[config.mk]
export PLATFORM = sky130hd
export DESIGN_NAME = acc_control
export DESIGN_NICKNAME = d
export VERILOG_FILES = /design/src/verilog/acc_pkg.sv /design/src/verilog/acc_tick_if.sv /design/src/verilog/acc_clock_divider.sv /design/src/verilog/acc_control.sv
export SDC_FILE = /design/constraint.sdc
export NUM_CORES = 1
export LEC_CHECK = 0
export ABC_AREA = 1
export BUFFER_PORTS_ARGS = -buffer_cell sky130_fd_sc_hd__buf_2
export CAP_MARGIN = 0
export CORE_MARGIN = 2
export CORE_UTILIZATION = 45
export CTS_CLUSTER_SIZE = 25
export DETAILED_ROUTE_END_ITERATION = 10
export PLACE_DENSITY = 0.7
export SLEW_MARGIN = 15
export SYNTH_ARGS = -nofsm -noshare
export SYNTH_HDL_FRONTEND = slang
export SYNTH_SLANG_ARGS = --single-unit
[constraint.sdc]
create_clock -name ref_clk -period 3.1 [get_ports ref_clk]
set_input_delay 0.31 -clock ref_clk [delete_from_list [all_inputs] [get_ports ref_clk]]
set_output_delay 0.31 -clock ref_clk [all_outputs]
set_load 0.005 [all_outputs]
[src/verilog/acc_pkg.sv]
// Constants for the converter control block: register offsets, fields, timing.
// Assumes a single system clock domain and a byte-wide special register port.
package acc_pkg;

  // ----------------------------------------
  // Register offsets
  // ----------------------------------------
  localparam logic [7:0] RESULT_LOW_ADDR    = 8'h20;
  localparam logic [7:0] RESULT_HIGH_ADDR   = 8'h21;
  localparam logic [7:0] CONTROL_ADDR       = 8'h22;
  localparam logic [7:0] CLOCK_SEL_ADDR     = 8'h23;
  localparam logic [7:0] INT_CONTROL_ADDR   = 8'h0B;

  // ----------------------------------------
  // Field positions
  // ----------------------------------------
  localparam int CHAN_LSB       = 0;
  localparam int CHAN_MSB       = 2;
  localparam int PCFG_LSB       = 3;
  localparam int PCFG_MSB       = 5;
  localparam int DONE_N_BIT     = 6;
  localparam int START_BIT      = 7;
  localparam int CLK_SEL_MSB    = 1;
  localparam int TEST_BIT       = 7;
  localparam int GLOBAL_IE_BIT  = 0;
  localparam int CONV_IE_BIT    = 3;

  // ----------------------------------------
  // Reset values and codes
  // ----------------------------------------
  localparam logic [7:0] CONTROL_RESET   = 8'h41;
  localparam logic [7:0] CLOCK_SEL_RESET = 8'h00;
  localparam logic [7:0] INT_CTRL_RESET  = 8'h00;
  localparam logic [1:0] CLK_DIV2        = 2'h0;
  localparam logic [1:0] CLK_DIV8        = 2'h1;
  localparam logic [1:0] CLK_DIV32       = 2'h2;
  localparam logic [2:0] PCFG_OFF        = 3'h0;

  // ----------------------------------------
  // Timing: divide ratios in system cycles, phases in converter periods
  // ----------------------------------------
  localparam int DIV2_PERIODS    = 2;
  localparam int DIV8_PERIODS    = 8;
  localparam int DIV32_PERIODS   = 32;
  localparam int CONV_PERIODS_8  = 64;
  localparam int CONV_PERIODS_9  = 76;
  localparam int SAMPLE_PERIODS  = 32;

  // Converter sequencer states
  typedef enum logic [2:0] {
    ACC_IDLE   = 3'b001,
    ACC_SAMPLE = 3'b010,
    ACC_CONV   = 3'b100
  } acc_state_e;

endpackage : acc_pkg

[src/verilog/acc_tick_if.sv]
// Carrier between the control logic and its converter clock divider.
// Assumes both ends run on the same system clock.
interface acc_tick_if;
  logic [1:0] clk_sel;
  logic       restart;
  logic       tick;

  modport ctrl (output clk_sel, output restart, input tick);
  modport div  (input clk_sel, input restart, output tick);
endinterface : acc_tick_if
[src/verilog/acc_clock_divider.sv]
// Converter clock divider: one-cycle tick per converter clock period.
// Assumes the selection code is held stable while a conversion runs.
module acc_clock_divider (
  input wire logic ref_clk,
  input wire logic reset_n,
  acc_tick_if.div  tick_port
);

  logic [4:0] count_reg;
  logic [4:0] limit;
  logic       tick_reg;

  // Terminal count from the selected divide ratio
  always_comb begin
    unique case (tick_port.clk_sel)
      acc_pkg::CLK_DIV8:  limit = 5'(acc_pkg::DIV8_PERIODS - 1);
      acc_pkg::CLK_DIV32: limit = 5'(acc_pkg::DIV32_PERIODS - 1);
      default:            limit = 5'(acc_pkg::DIV2_PERIODS - 1);
    endcase
  end

  // Free divider, realigned on restart
  always_ff @(posedge ref_clk) begin
    if (!reset_n || tick_port.restart) begin
      count_reg <= 5'h0;
      tick_reg  <= 1'b0;
    end else if (count_reg >= limit) begin
      count_reg <= 5'h0;
      tick_reg  <= 1'b1;
    end else begin
      count_reg <= count_reg + 5'h1;
      tick_reg  <= 1'b0;
    end
  end

  assign tick_port.tick = tick_reg;

endmodule : acc_clock_divider

[src/verilog/acc_control.sv]
// Digital control of a four-channel successive-approximation converter.
// Assumes a byte-wide special register port on ref_clk and an analog core
// that presents its result bits on conv_data while a conversion runs.
//
// Overview of operation
// - Converter clock is system clock over 2, 8 or 32 only.
// - 8-bit variant finishes 64 converter periods after start.
// - 9-bit variant finishes 76 converter periods after start.
// - Sampling lasts 32 converter periods at the start of each conversion.
// - Interrupt needs global enable bit 0 and converter enable bit 3.
// - Writing 00100000B makes all port-B lines analog, channel 0.
// - Writing 00000001B to clock select chooses system clock over 8.
// - At completion flag clears and enabled interrupt is requested.
// - Channel codes 000 to 011 pick inputs 0 to 3.
// - Config field makes 0 to 4 lines analog; 000 powers off.
// - Clock select 00, 01, 10 give over 2, 8, 32.
module acc_control #(
  parameter bit NINE_BIT = 1'b0
) (
  input  wire logic       ref_clk,
  input  wire logic       reset_n,
  input  wire logic       reg_wr,
  input  wire logic       reg_rd,
  input  wire logic [7:0] reg_addr,
  input  wire logic [7:0] reg_wdata,
  output logic      [7:0] reg_rdata,
  input  wire logic [8:0] conv_data,
  output logic      [1:0] analog_channel,
  output logic      [3:0] port_b_analog,
  output logic            conv_power,
  output logic            conv_sampling,
  output logic            conv_reset,
  output logic            conv_irq
);

  // ----------------------------------------
  // Registers and sequencer state
  // ----------------------------------------
  logic [7:0]        conv_control_reg;
  logic [7:0]        conv_clock_select_reg;
  logic [7:0]        interrupt_control_reg;
  logic [8:0]        result_reg;
  logic [7:0]        reg_rdata_reg;
  logic [3:0]        port_b_analog_reg;
  logic [1:0]        analog_channel_reg;
  logic              conv_power_reg;
  logic              conv_sampling_reg;
  logic              conv_reset_reg;
  logic              conv_irq_reg;
  logic [6:0]        period_reg;
  acc_pkg::acc_state_e state_reg;
  logic              ctrl_wr;
  logic              start_rise;
  logic              start_fall;
  logic [6:0]        last_period;
  logic [2:0]        pcfg;
  logic [7:0]        d_in;
  acc_tick_if        tick_port ();

  // Decoded control write and start bit edges
  assign ctrl_wr    = reg_wr && (reg_addr == acc_pkg::CONTROL_ADDR);
  assign start_rise = ctrl_wr && !conv_control_reg[acc_pkg::START_BIT]
                      && reg_wdata[acc_pkg::START_BIT];
  assign start_fall = ctrl_wr && conv_control_reg[acc_pkg::START_BIT]
                      && !reg_wdata[acc_pkg::START_BIT];
  assign last_period = NINE_BIT ? 7'(acc_pkg::CONV_PERIODS_9 - 1)
                                : 7'(acc_pkg::CONV_PERIODS_8 - 1);
  assign pcfg = conv_control_reg[acc_pkg::PCFG_MSB:acc_pkg::PCFG_LSB];
  assign d_in = reg_wdata;

  // ----------------------------------------
  // Converter clock divider
  // ----------------------------------------
  assign tick_port.clk_sel = conv_clock_select_reg[acc_pkg::CLK_SEL_MSB:0];
  assign tick_port.restart = start_fall;

  acc_clock_divider u_divider (
    .ref_clk   (ref_clk),
    .reset_n   (reset_n),
    .tick_port (tick_port)
  );

  // Control register: channel, port config, start, completion flag
  always_ff @(posedge ref_clk) begin
    if (!reset_n) begin
      conv_control_reg <= acc_pkg::CONTROL_RESET;
    end else begin
      if (ctrl_wr) begin
        conv_control_reg[acc_pkg::START_BIT] <= d_in[acc_pkg::START_BIT];
        conv_control_reg[acc_pkg::PCFG_MSB:acc_pkg::CHAN_LSB] <=
          d_in[acc_pkg::PCFG_MSB:acc_pkg::CHAN_LSB];
      end
      if (start_rise) begin
        conv_control_reg[acc_pkg::DONE_N_BIT] <= 1'b1;
      end else if (state_reg == acc_pkg::ACC_CONV && tick_port.tick
                   && period_reg == last_period) begin
        conv_control_reg[acc_pkg::DONE_N_BIT] <= 1'b0;
      end
    end
  end

  // Clock select and interrupt control registers
  always_ff @(posedge ref_clk) begin
    if (!reset_n) begin
      conv_clock_select_reg <= acc_pkg::CLOCK_SEL_RESET;
      interrupt_control_reg <= acc_pkg::INT_CTRL_RESET;
    end else if (reg_wr && reg_addr == acc_pkg::CLOCK_SEL_ADDR) begin
      conv_clock_select_reg <= {d_in[acc_pkg::TEST_BIT], 5'h00,
                                d_in[acc_pkg::CLK_SEL_MSB:0]};
    end else if (reg_wr && reg_addr == acc_pkg::INT_CONTROL_ADDR) begin
      interrupt_control_reg <= d_in;
    end
  end

  // ----------------------------------------
  // Conversion sequencer
  // ----------------------------------------
  always_ff @(posedge ref_clk) begin
    if (!reset_n || start_rise) begin
      state_reg  <= acc_pkg::ACC_IDLE;
      period_reg <= 7'h00;
    end else begin
      unique case (state_reg)
        acc_pkg::ACC_IDLE: begin
          period_reg <= 7'h00;
          if (start_fall && pcfg != acc_pkg::PCFG_OFF) begin
            state_reg <= acc_pkg::ACC_SAMPLE;
          end
        end
        acc_pkg::ACC_SAMPLE: begin
          if (tick_port.tick) begin
            period_reg <= period_reg + 7'h01;
            if (period_reg == 7'(acc_pkg::SAMPLE_PERIODS - 1)) begin
              state_reg <= acc_pkg::ACC_CONV;
            end
          end
        end
        acc_pkg::ACC_CONV: begin
          if (tick_port.tick) begin
            period_reg <= period_reg + 7'h01;
            if (period_reg == last_period) begin
              state_reg <= acc_pkg::ACC_IDLE;
            end
          end
        end
        default: begin
          state_reg <= acc_pkg::ACC_IDLE;
        end
      endcase
    end
  end

  // Result capture only at completion
  always_ff @(posedge ref_clk) begin
    if (!reset_n) begin
      result_reg <= 9'h000;
    end else if (state_reg == acc_pkg::ACC_CONV && tick_port.tick
                 && period_reg == last_period) begin
      result_reg <= NINE_BIT ? conv_data : {1'b0, conv_data[7:0]};
    end
  end

  // Interrupt request at completion when both enables set
  always_ff @(posedge ref_clk) begin
    if (!reset_n) begin
      conv_irq_reg <= 1'b0;
    end else begin
      conv_irq_reg <= state_reg == acc_pkg::ACC_CONV && tick_port.tick
                      && period_reg == last_period
                      && interrupt_control_reg[acc_pkg::GLOBAL_IE_BIT]
                      && interrupt_control_reg[acc_pkg::CONV_IE_BIT];
    end
  end

  // ----------------------------------------
  // Analog side controls
  // ----------------------------------------
  always_ff @(posedge ref_clk) begin
    if (!reset_n) begin
      analog_channel_reg <= 2'h0;
      port_b_analog_reg  <= 4'h0;
      conv_power_reg     <= 1'b0;
      conv_sampling_reg  <= 1'b0;
      conv_reset_reg     <= 1'b0;
    end else begin
      // Top channel bit set is unusable; low bits still drive the mux
      analog_channel_reg <= conv_control_reg[acc_pkg::CHAN_LSB+1:acc_pkg::CHAN_LSB];
      unique case (pcfg)
        3'h0:    port_b_analog_reg <= 4'h0;
        3'h1:    port_b_analog_reg <= 4'h1;
        3'h2:    port_b_analog_reg <= 4'h3;
        3'h3:    port_b_analog_reg <= 4'h7;
        default: port_b_analog_reg <= 4'hF;
      endcase
      conv_power_reg    <= pcfg != acc_pkg::PCFG_OFF;
      conv_sampling_reg <= state_reg == acc_pkg::ACC_SAMPLE;
      conv_reset_reg    <= start_rise;
    end
  end

  // Read data mux, registered
  always_ff @(posedge ref_clk) begin
    if (!reset_n) begin
      reg_rdata_reg <= 8'h00;
    end else if (reg_rd) begin
      unique case (reg_addr)
        acc_pkg::CONTROL_ADDR:     reg_rdata_reg <= conv_control_reg;
        acc_pkg::CLOCK_SEL_ADDR:   reg_rdata_reg <= conv_clock_select_reg;
        acc_pkg::INT_CONTROL_ADDR: reg_rdata_reg <= interrupt_control_reg;
        acc_pkg::RESULT_HIGH_ADDR:
          reg_rdata_reg <= NINE_BIT ? result_reg[8:1] : result_reg[7:0];
        acc_pkg::RESULT_LOW_ADDR:
          reg_rdata_reg <= NINE_BIT ? {result_reg[0], 7'h00} : 8'h00;
        default:                   reg_rdata_reg <= 8'h00;
      endcase
    end
  end

  assign reg_rdata      = reg_rdata_reg;
  assign analog_channel = analog_channel_reg;
  assign port_b_analog  = port_b_analog_reg;
  assign conv_power     = conv_power_reg;
  assign conv_sampling  = conv_sampling_reg;
  assign conv_reset     = conv_reset_reg;
  assign conv_irq       = conv_irq_reg;

endmodule : acc_control

# Word level (Yosys, flattened, before mapping)
# Index checks and enable logic that the tools add are counted.
dict set report totals {
  elab_cells 79
  input_bits 29
  out_inout_bits 18
  register_bits 61
}
dict set report classes {
  n_addsub 2
  muxes 12
  n_reduce_logical 26
  eq_ne 20
  n_lt_le_gt_ge 1
  bitwise_logic 2
}
# op count
set op_table {}
lappend op_table {{one-hot mux 8 bit (4 select lines)} 1}
lappend op_table {{equality test 8 x 6 -> 1 bit, second input constant} 3}
lappend op_table {{one-hot mux 4 bit (4 select lines)} 1}
lappend op_table {{two-way mux 3 bit} 5}
lappend op_table {{one-hot mux 7 bit (2 select lines)} 1}
lappend op_table {{logical AND 1 bit} 12}
lappend op_table {{one-hot mux 5 bit (2 select lines)} 1}
lappend op_table {{equality test 3 x 2 -> 1 bit, second input constant} 3}
lappend op_table {{one-hot mux 3 bit (3 select lines)} 1}
lappend op_table {{equality test 8 x 4 -> 1 bit, second input constant} 1}
lappend op_table {{!= test 2 x 1 -> 1 bit, second input constant} 4}
lappend op_table {{adder 7 x 1 -> 7 bit, second input constant} 1}
lappend op_table {{equality test 7 x 5 -> 1 bit, second input constant} 1}
lappend op_table {{equality test 7 x 6 -> 1 bit, second input constant} 1}
lappend op_table {{two-way mux 7 bit} 1}
lappend op_table {{equality test 3 x 1 -> 1 bit, second input constant} 2}
lappend op_table {{OR reduction 2 bit} 3}
lappend op_table {{adder 5 x 1 -> 5 bit, second input constant} 1}
lappend op_table {{>= comparator 5 bit} 1}
lappend op_table {{AND reduction 5 bit} 1}
lappend op_table {{!= test 2 bit, second input constant} 2}
lappend op_table {{AND reduction 2 bit} 2}
lappend op_table {{equality test 3 bit, second input constant} 1}
lappend op_table {{zero test 1 bit} 3}
lappend op_table {{8 further kinds} 10}

# Logic depth before layout (Yosys ltp)
dict set report logic_depth {
  depth_word 7
  depth_mapped 11
  ltp_nobuf 11
}

# Modules after synthesis
# A second synthesis with hierarchy kept.
dict set report unflattened {
  cells_unflattened 376
  area_unflattened_um2 2795.2
}
# module cells_per_inst area_each_um2 instances
set modules_own_cells {}
lappend modules_own_cells {acc_control 339 2477.4 1}
lappend modules_own_cells {acc_clock_divider 37 317.8 1}

# Worst setup path after synthesis
# OpenSTA, ideal clock, no wires.
dict set report synth_timing {
  path_kind {reg-to-reg}
  start {register conv_clock_select_reg[0]}
  end {register u_divider.count_reg[0]}
  stages_incl_launch_ff 9
  required_time_ns 3.035
  arrival_ns 1.463
  n_path_buf 0
  path_slack_ns 1.572
  path_cell_list {dfxtp_1 inv_1 ha_1 ha_1 a21oi_1 o21ai_0 a21oi_1 nand2_1 nor2_1}
}
dict set report synth_between {
  elab_chain_len 4
  word_cells_on_any_way 5
  classes_between {1 x order compare; 2 x eq/ne; 1 x mux; 1 x reduce/logical}
}
# item line_no
set synth_rtl {}
lappend synth_rtl {{start, declared} acc_control.sv:40} ;# logic [7:0] conv_clock_select_reg;
lappend synth_rtl {{start signal, assigned} acc_control.sv:105} ;# conv_clock_select_reg <= acc_pkg::CLOCK_SEL_RESET;
lappend synth_rtl {{start signal, assigned} acc_control.sv:108} ;# conv_clock_select_reg <= {d_in[acc_pkg::TEST_BIT], 5'h00,
lappend synth_rtl {{equality test 2 bit / equality test 2 x 1 -> 1 bit (equally long branches)} acc_clock_divider.sv:15} ;# unique case (tick_port.clk_sel)
lappend synth_rtl {{one-hot mux 5 bit (2 select lines) (*)} acc_clock_divider.sv:15}
lappend synth_rtl {{>= comparator 5 bit (*)} acc_clock_divider.sv:27} ;# end else if (count_reg >= limit) begin
lappend synth_rtl {{OR reduction 2 bit (no line) (*)} -}
lappend synth_rtl {{end signal, assigned} acc_clock_divider.sv:31} ;# count_reg <= count_reg + 5'h1;
lappend synth_rtl {{end, declared} acc_clock_divider.sv:9} ;# logic [4:0] count_reg;
# Mark *: on every way between the ends. The rest lies on a longest branch, timed or not.
# A chain may end at the register's enable or synchronous reset.

# Worst setup path in the final report
# Ends and elaborated chain as after synthesis.

==> impl_metrics.py <==
metrics = {
    "outcome": {
        "status": "complete, no violations",
    },
    "final_layout": {
        "antennaDiodeCount": 0,
        "final_layout_size_suffix_gt1_frac": 0.197,
        "seqCellArea_mm2": 0.00122,
        "multi_input_area_mm2": 0.00128,
        "syn_to_final_growth_pct": 17.6,
        "nFillCells": 602,
        "layout.nets": 452,
    },
    "sta": {
        "fin_crit_ps": 1760,
        "tightestPinTransition_ps": 505,
        "hold_violations": 0,
        "min_period_over_period": 0.567,
        "finalSetupTns_ps": 0,
        "drv_slew": 0,
        "relSlewSlack": 0.662,
        "finalClockSkew_ps": 9.67,
        "fmax_ghz": 0.569,
        "finalSetupViolCount": 0,
        "rsz0062_at_grt": "no",
    },
    "clock_network": {
        "clk_latency_ps": 330,
        "cts_buffers": 9,
        "cts_htree_levels": 3,
        "ctsLongestPathBuffers": 2,
        "cts_resized": 0,
        "cts_tree": "done",
        "clockRootBuffer": "clkbuf_8",
        "clk_pin_slew_ps": 70,
        "post_cts_buffers": 0,
        "clock_sinks": 61,
        "cts_hold_buf": 0,
    },
    "drt": {
        "initialDrtViolationCount": 130,
        "drc_errors": 0,
        "vias": 2444,
        "wl_per_cell_um": 12.0,
        "drtAntennaViolNets": 0,
        "viasPerCell": 4.93,
        "dr.pass1.iters": 4,
        "drt_wl_total_mm": 5.93,
    },
    "critical_path": {
        "reg2reg_from": "conv_clock_select_reg[0]",
        "r2r_slack_ps": 1340,
        "start_kind": "flip-flop",
        "rr_endpoint": "u_divider.count_reg[0]",
        "r2r_cells": 8,
        "max_stage_delay_ps": 340,
        "crit_slowest_cell": "dfxtp_1",
        "critical_path_arrival_ps": 2020,
        "worstSetupPathType": "flip-flop to flip-flop",
        "crit_required_ps": 3360,
        "crit_buf_inv": 1,
        "cpLargestDelayFamily": "adder cells",
        "worstPathCellList": "inv_1 > ha_1 > ha_1 > a21oi_1 > o21ai_0 > a21oi_1 > nand2_1 > nor2_1",
        "cp-end-kind": "flip-flop",
        "worstPathMaxFanout": 5,
    },
    "synth": {
        "syn_avg_cell_area_um2": 7.45,
        "syn_inst": 367,
        "mappedNetlistArea_mm2": 0.00273,
        "seq_area_frac_synth": 0.447,
        "synth_fp_nets": 403,
        "synth-async-reset-ratio": 0,
        "synth-main-ff-cell": "dfxtp_1",
        "synth_warnings": 0,
        "ys_ff_latch": 61,
        "yosys.cell_types.count": 32,
        "synth_edf_count": 0,
    },
    "worst_hold_path": {
        "whs_path_depth": 3,
        "hp-start": "reg_wdata[4]",
        "holdCritPathClass": "input pin to flip-flop",
        "whs_endpoint": "interrupt_control_reg[4]",
    },
    "floorplan": {
        "dieHeight_um": 81.9,
        "die-width_um": 81.9,
        "initial_core_util": 0.464,
        "die-area_mm2": 0.00671,
        "boundaryPins": 47,
        "core_area_mm2": 0.00589,
        "rows": 28,
    },
    "power_and_ir_drop": {
        "finalPower_mw": 1.70,
        "peakVddDrop_uv": 273,
        "power_density_mw_per_mm2": 529,
        "p_leak_nw": 1.44,
    },
    "global_routing": {
        "antenna_found_initial": 0,
        "grt_pass1_wl_mm": 9.85,
        "grt_max_degree": 32,
        "grt_pass1_vias": 2217,
        "grt_use_total": 0.192,
        "overflow": 0,
    },
    "placement": {
        "io_buffers": 45,
        "hpwl_mm": 4.46,
        "globalplace.congestion": 0.839,
    },
    "run": {
        "cap_violations": 0,
    },
}
## synthesized netlist by cell type, types with 2 or more instances
cell       n  area [um2]
nand2_4    2        22.5
xor2_1     3        26.3
nand4_1    4        25.0
nand3_1   37         185
nor2_4     3        33.8
dfxtp_1   61        1220
inv_1     43         161
nor2_2     2        12.5
inv_2      6        22.5
ha_1       7        87.6
o21ai_0   29         145
clkbuf_1   3        11.3
nor3_4     2        32.5
nand2_2    3        18.8
nand3b_1   2        15.0
nor2_1    38         143
a31oi_1    3        18.8
buf_2      3        15.0
a21oi_1   35         175
nor3_1     2        10.0
nand2_1   68         255
## cells by family (layout without fill, tap and decap cells)
logic type / count (synthesis) / in the layout / share of synthesized area
fa+ha+maj: 7 / 7 / 0.0320
flops: 61 / 61 / 0.447
simple gates: 166 / 166 / 0.289
buf+inv: 58 / 112 / 0.0847
compound gates: 71 / 71 / 0.135
xor+xnor: 4 / 4 / 0.0128
## worst register-to-register path, cell delays in order, from the launching register on
cell and delay [ps]:
dfxtp_1 340, inv_1 60, ha_1 320, ha_1 300, a21oi_1 120, o21ai_0 90
a21oi_1 170, nand2_1 160, nor2_1 130
## layer usage
| metal | up-vias | part of all wire | global-route usage |
|---|---|---|---|
| li1 | 1291 | - | - |
| met2 | 61 | 0.47 | 0.315 |
| met5 | - | 0 | 0 |
| met1 | 1085 | 0.46 | 0.243 |
| met4 | 0 | 0.013 | 0.0833 |
| met3 | 7 | 0.053 | 0.0429 |
## cell usage in the layout, fill, tap and decap left out, types with 2 or more instances in the layout
cell,count
nand2_2,3
nor2_1,38
clkinvlp_4,3
o21ai_0,29
inv_2,6
a31oi_1,3
buf_2,45
nand3_1,37
nor2_2,2
a21oi_1,35
nand2_1,68
clkbuf_8,9
inv_1,43
nor2_4,3
nand4_1,4
nand2_4,2
ha_1,7
nor3_4,2
nand3b_1,2
dfxtp_1,61
xor2_1,3
nor3_1,2
## how the worst max path moves through the flow
stage,endpoint,cells after the start,from
6_report,u_divider.count_reg[0],8,conv_clock_select_reg[0]
5_1_grt,u_divider.count_reg[2],8,conv_clock_select_reg[0]
4_1_cts,u_divider.count_reg[0],8,conv_clock_select_reg[0]
3_5_place_dp,u_divider.count_reg[0],5,reset_n
3_3_place_gp,u_divider.count_reg[2],5,reset_n
2_1_floorplan,u_divider.count_reg[0],8,conv_clock_select_reg[0]
## per-stage QoR
stage / utilization / area, um2 / instances / hold WS, ps / setup slack [ps]
6_report: 0.546 / 3210 / 496 / 217 / 1340
2_1_floorplan: - / 2730 / 367 / 407 / 1570
3_3_place_gp: 0.512 / 3020 / 480 / 415 / 1340
4_1_cts: 0.546 / 3210 / 496 / 212 / 1330
3_5_place_dp: 0.512 / 3020 / 480 / 421 / 1310
5_1_grt: 0.546 / 3210 / 496 / 223 / 1170
## power by group
group	leakage, nW	switching, mW	internal [mW]	total (mW)
clock network	0.0918	0.334	0.373	0.707
registers	0.492	0.0222	0.808	0.830
logic	0.853	0.106	0.0574	0.164
## cell type report
type	instances	area share
timing repair buffer	45	0.0701
clock buffer	9	0.0385
multi-input combinational	248	0.399
clock inverter	7	0.0234
sequential	61	0.380
tap	75	0.0292
inverter	51	0.0603
Note: power is estimated with default switching activity, not from simulation.
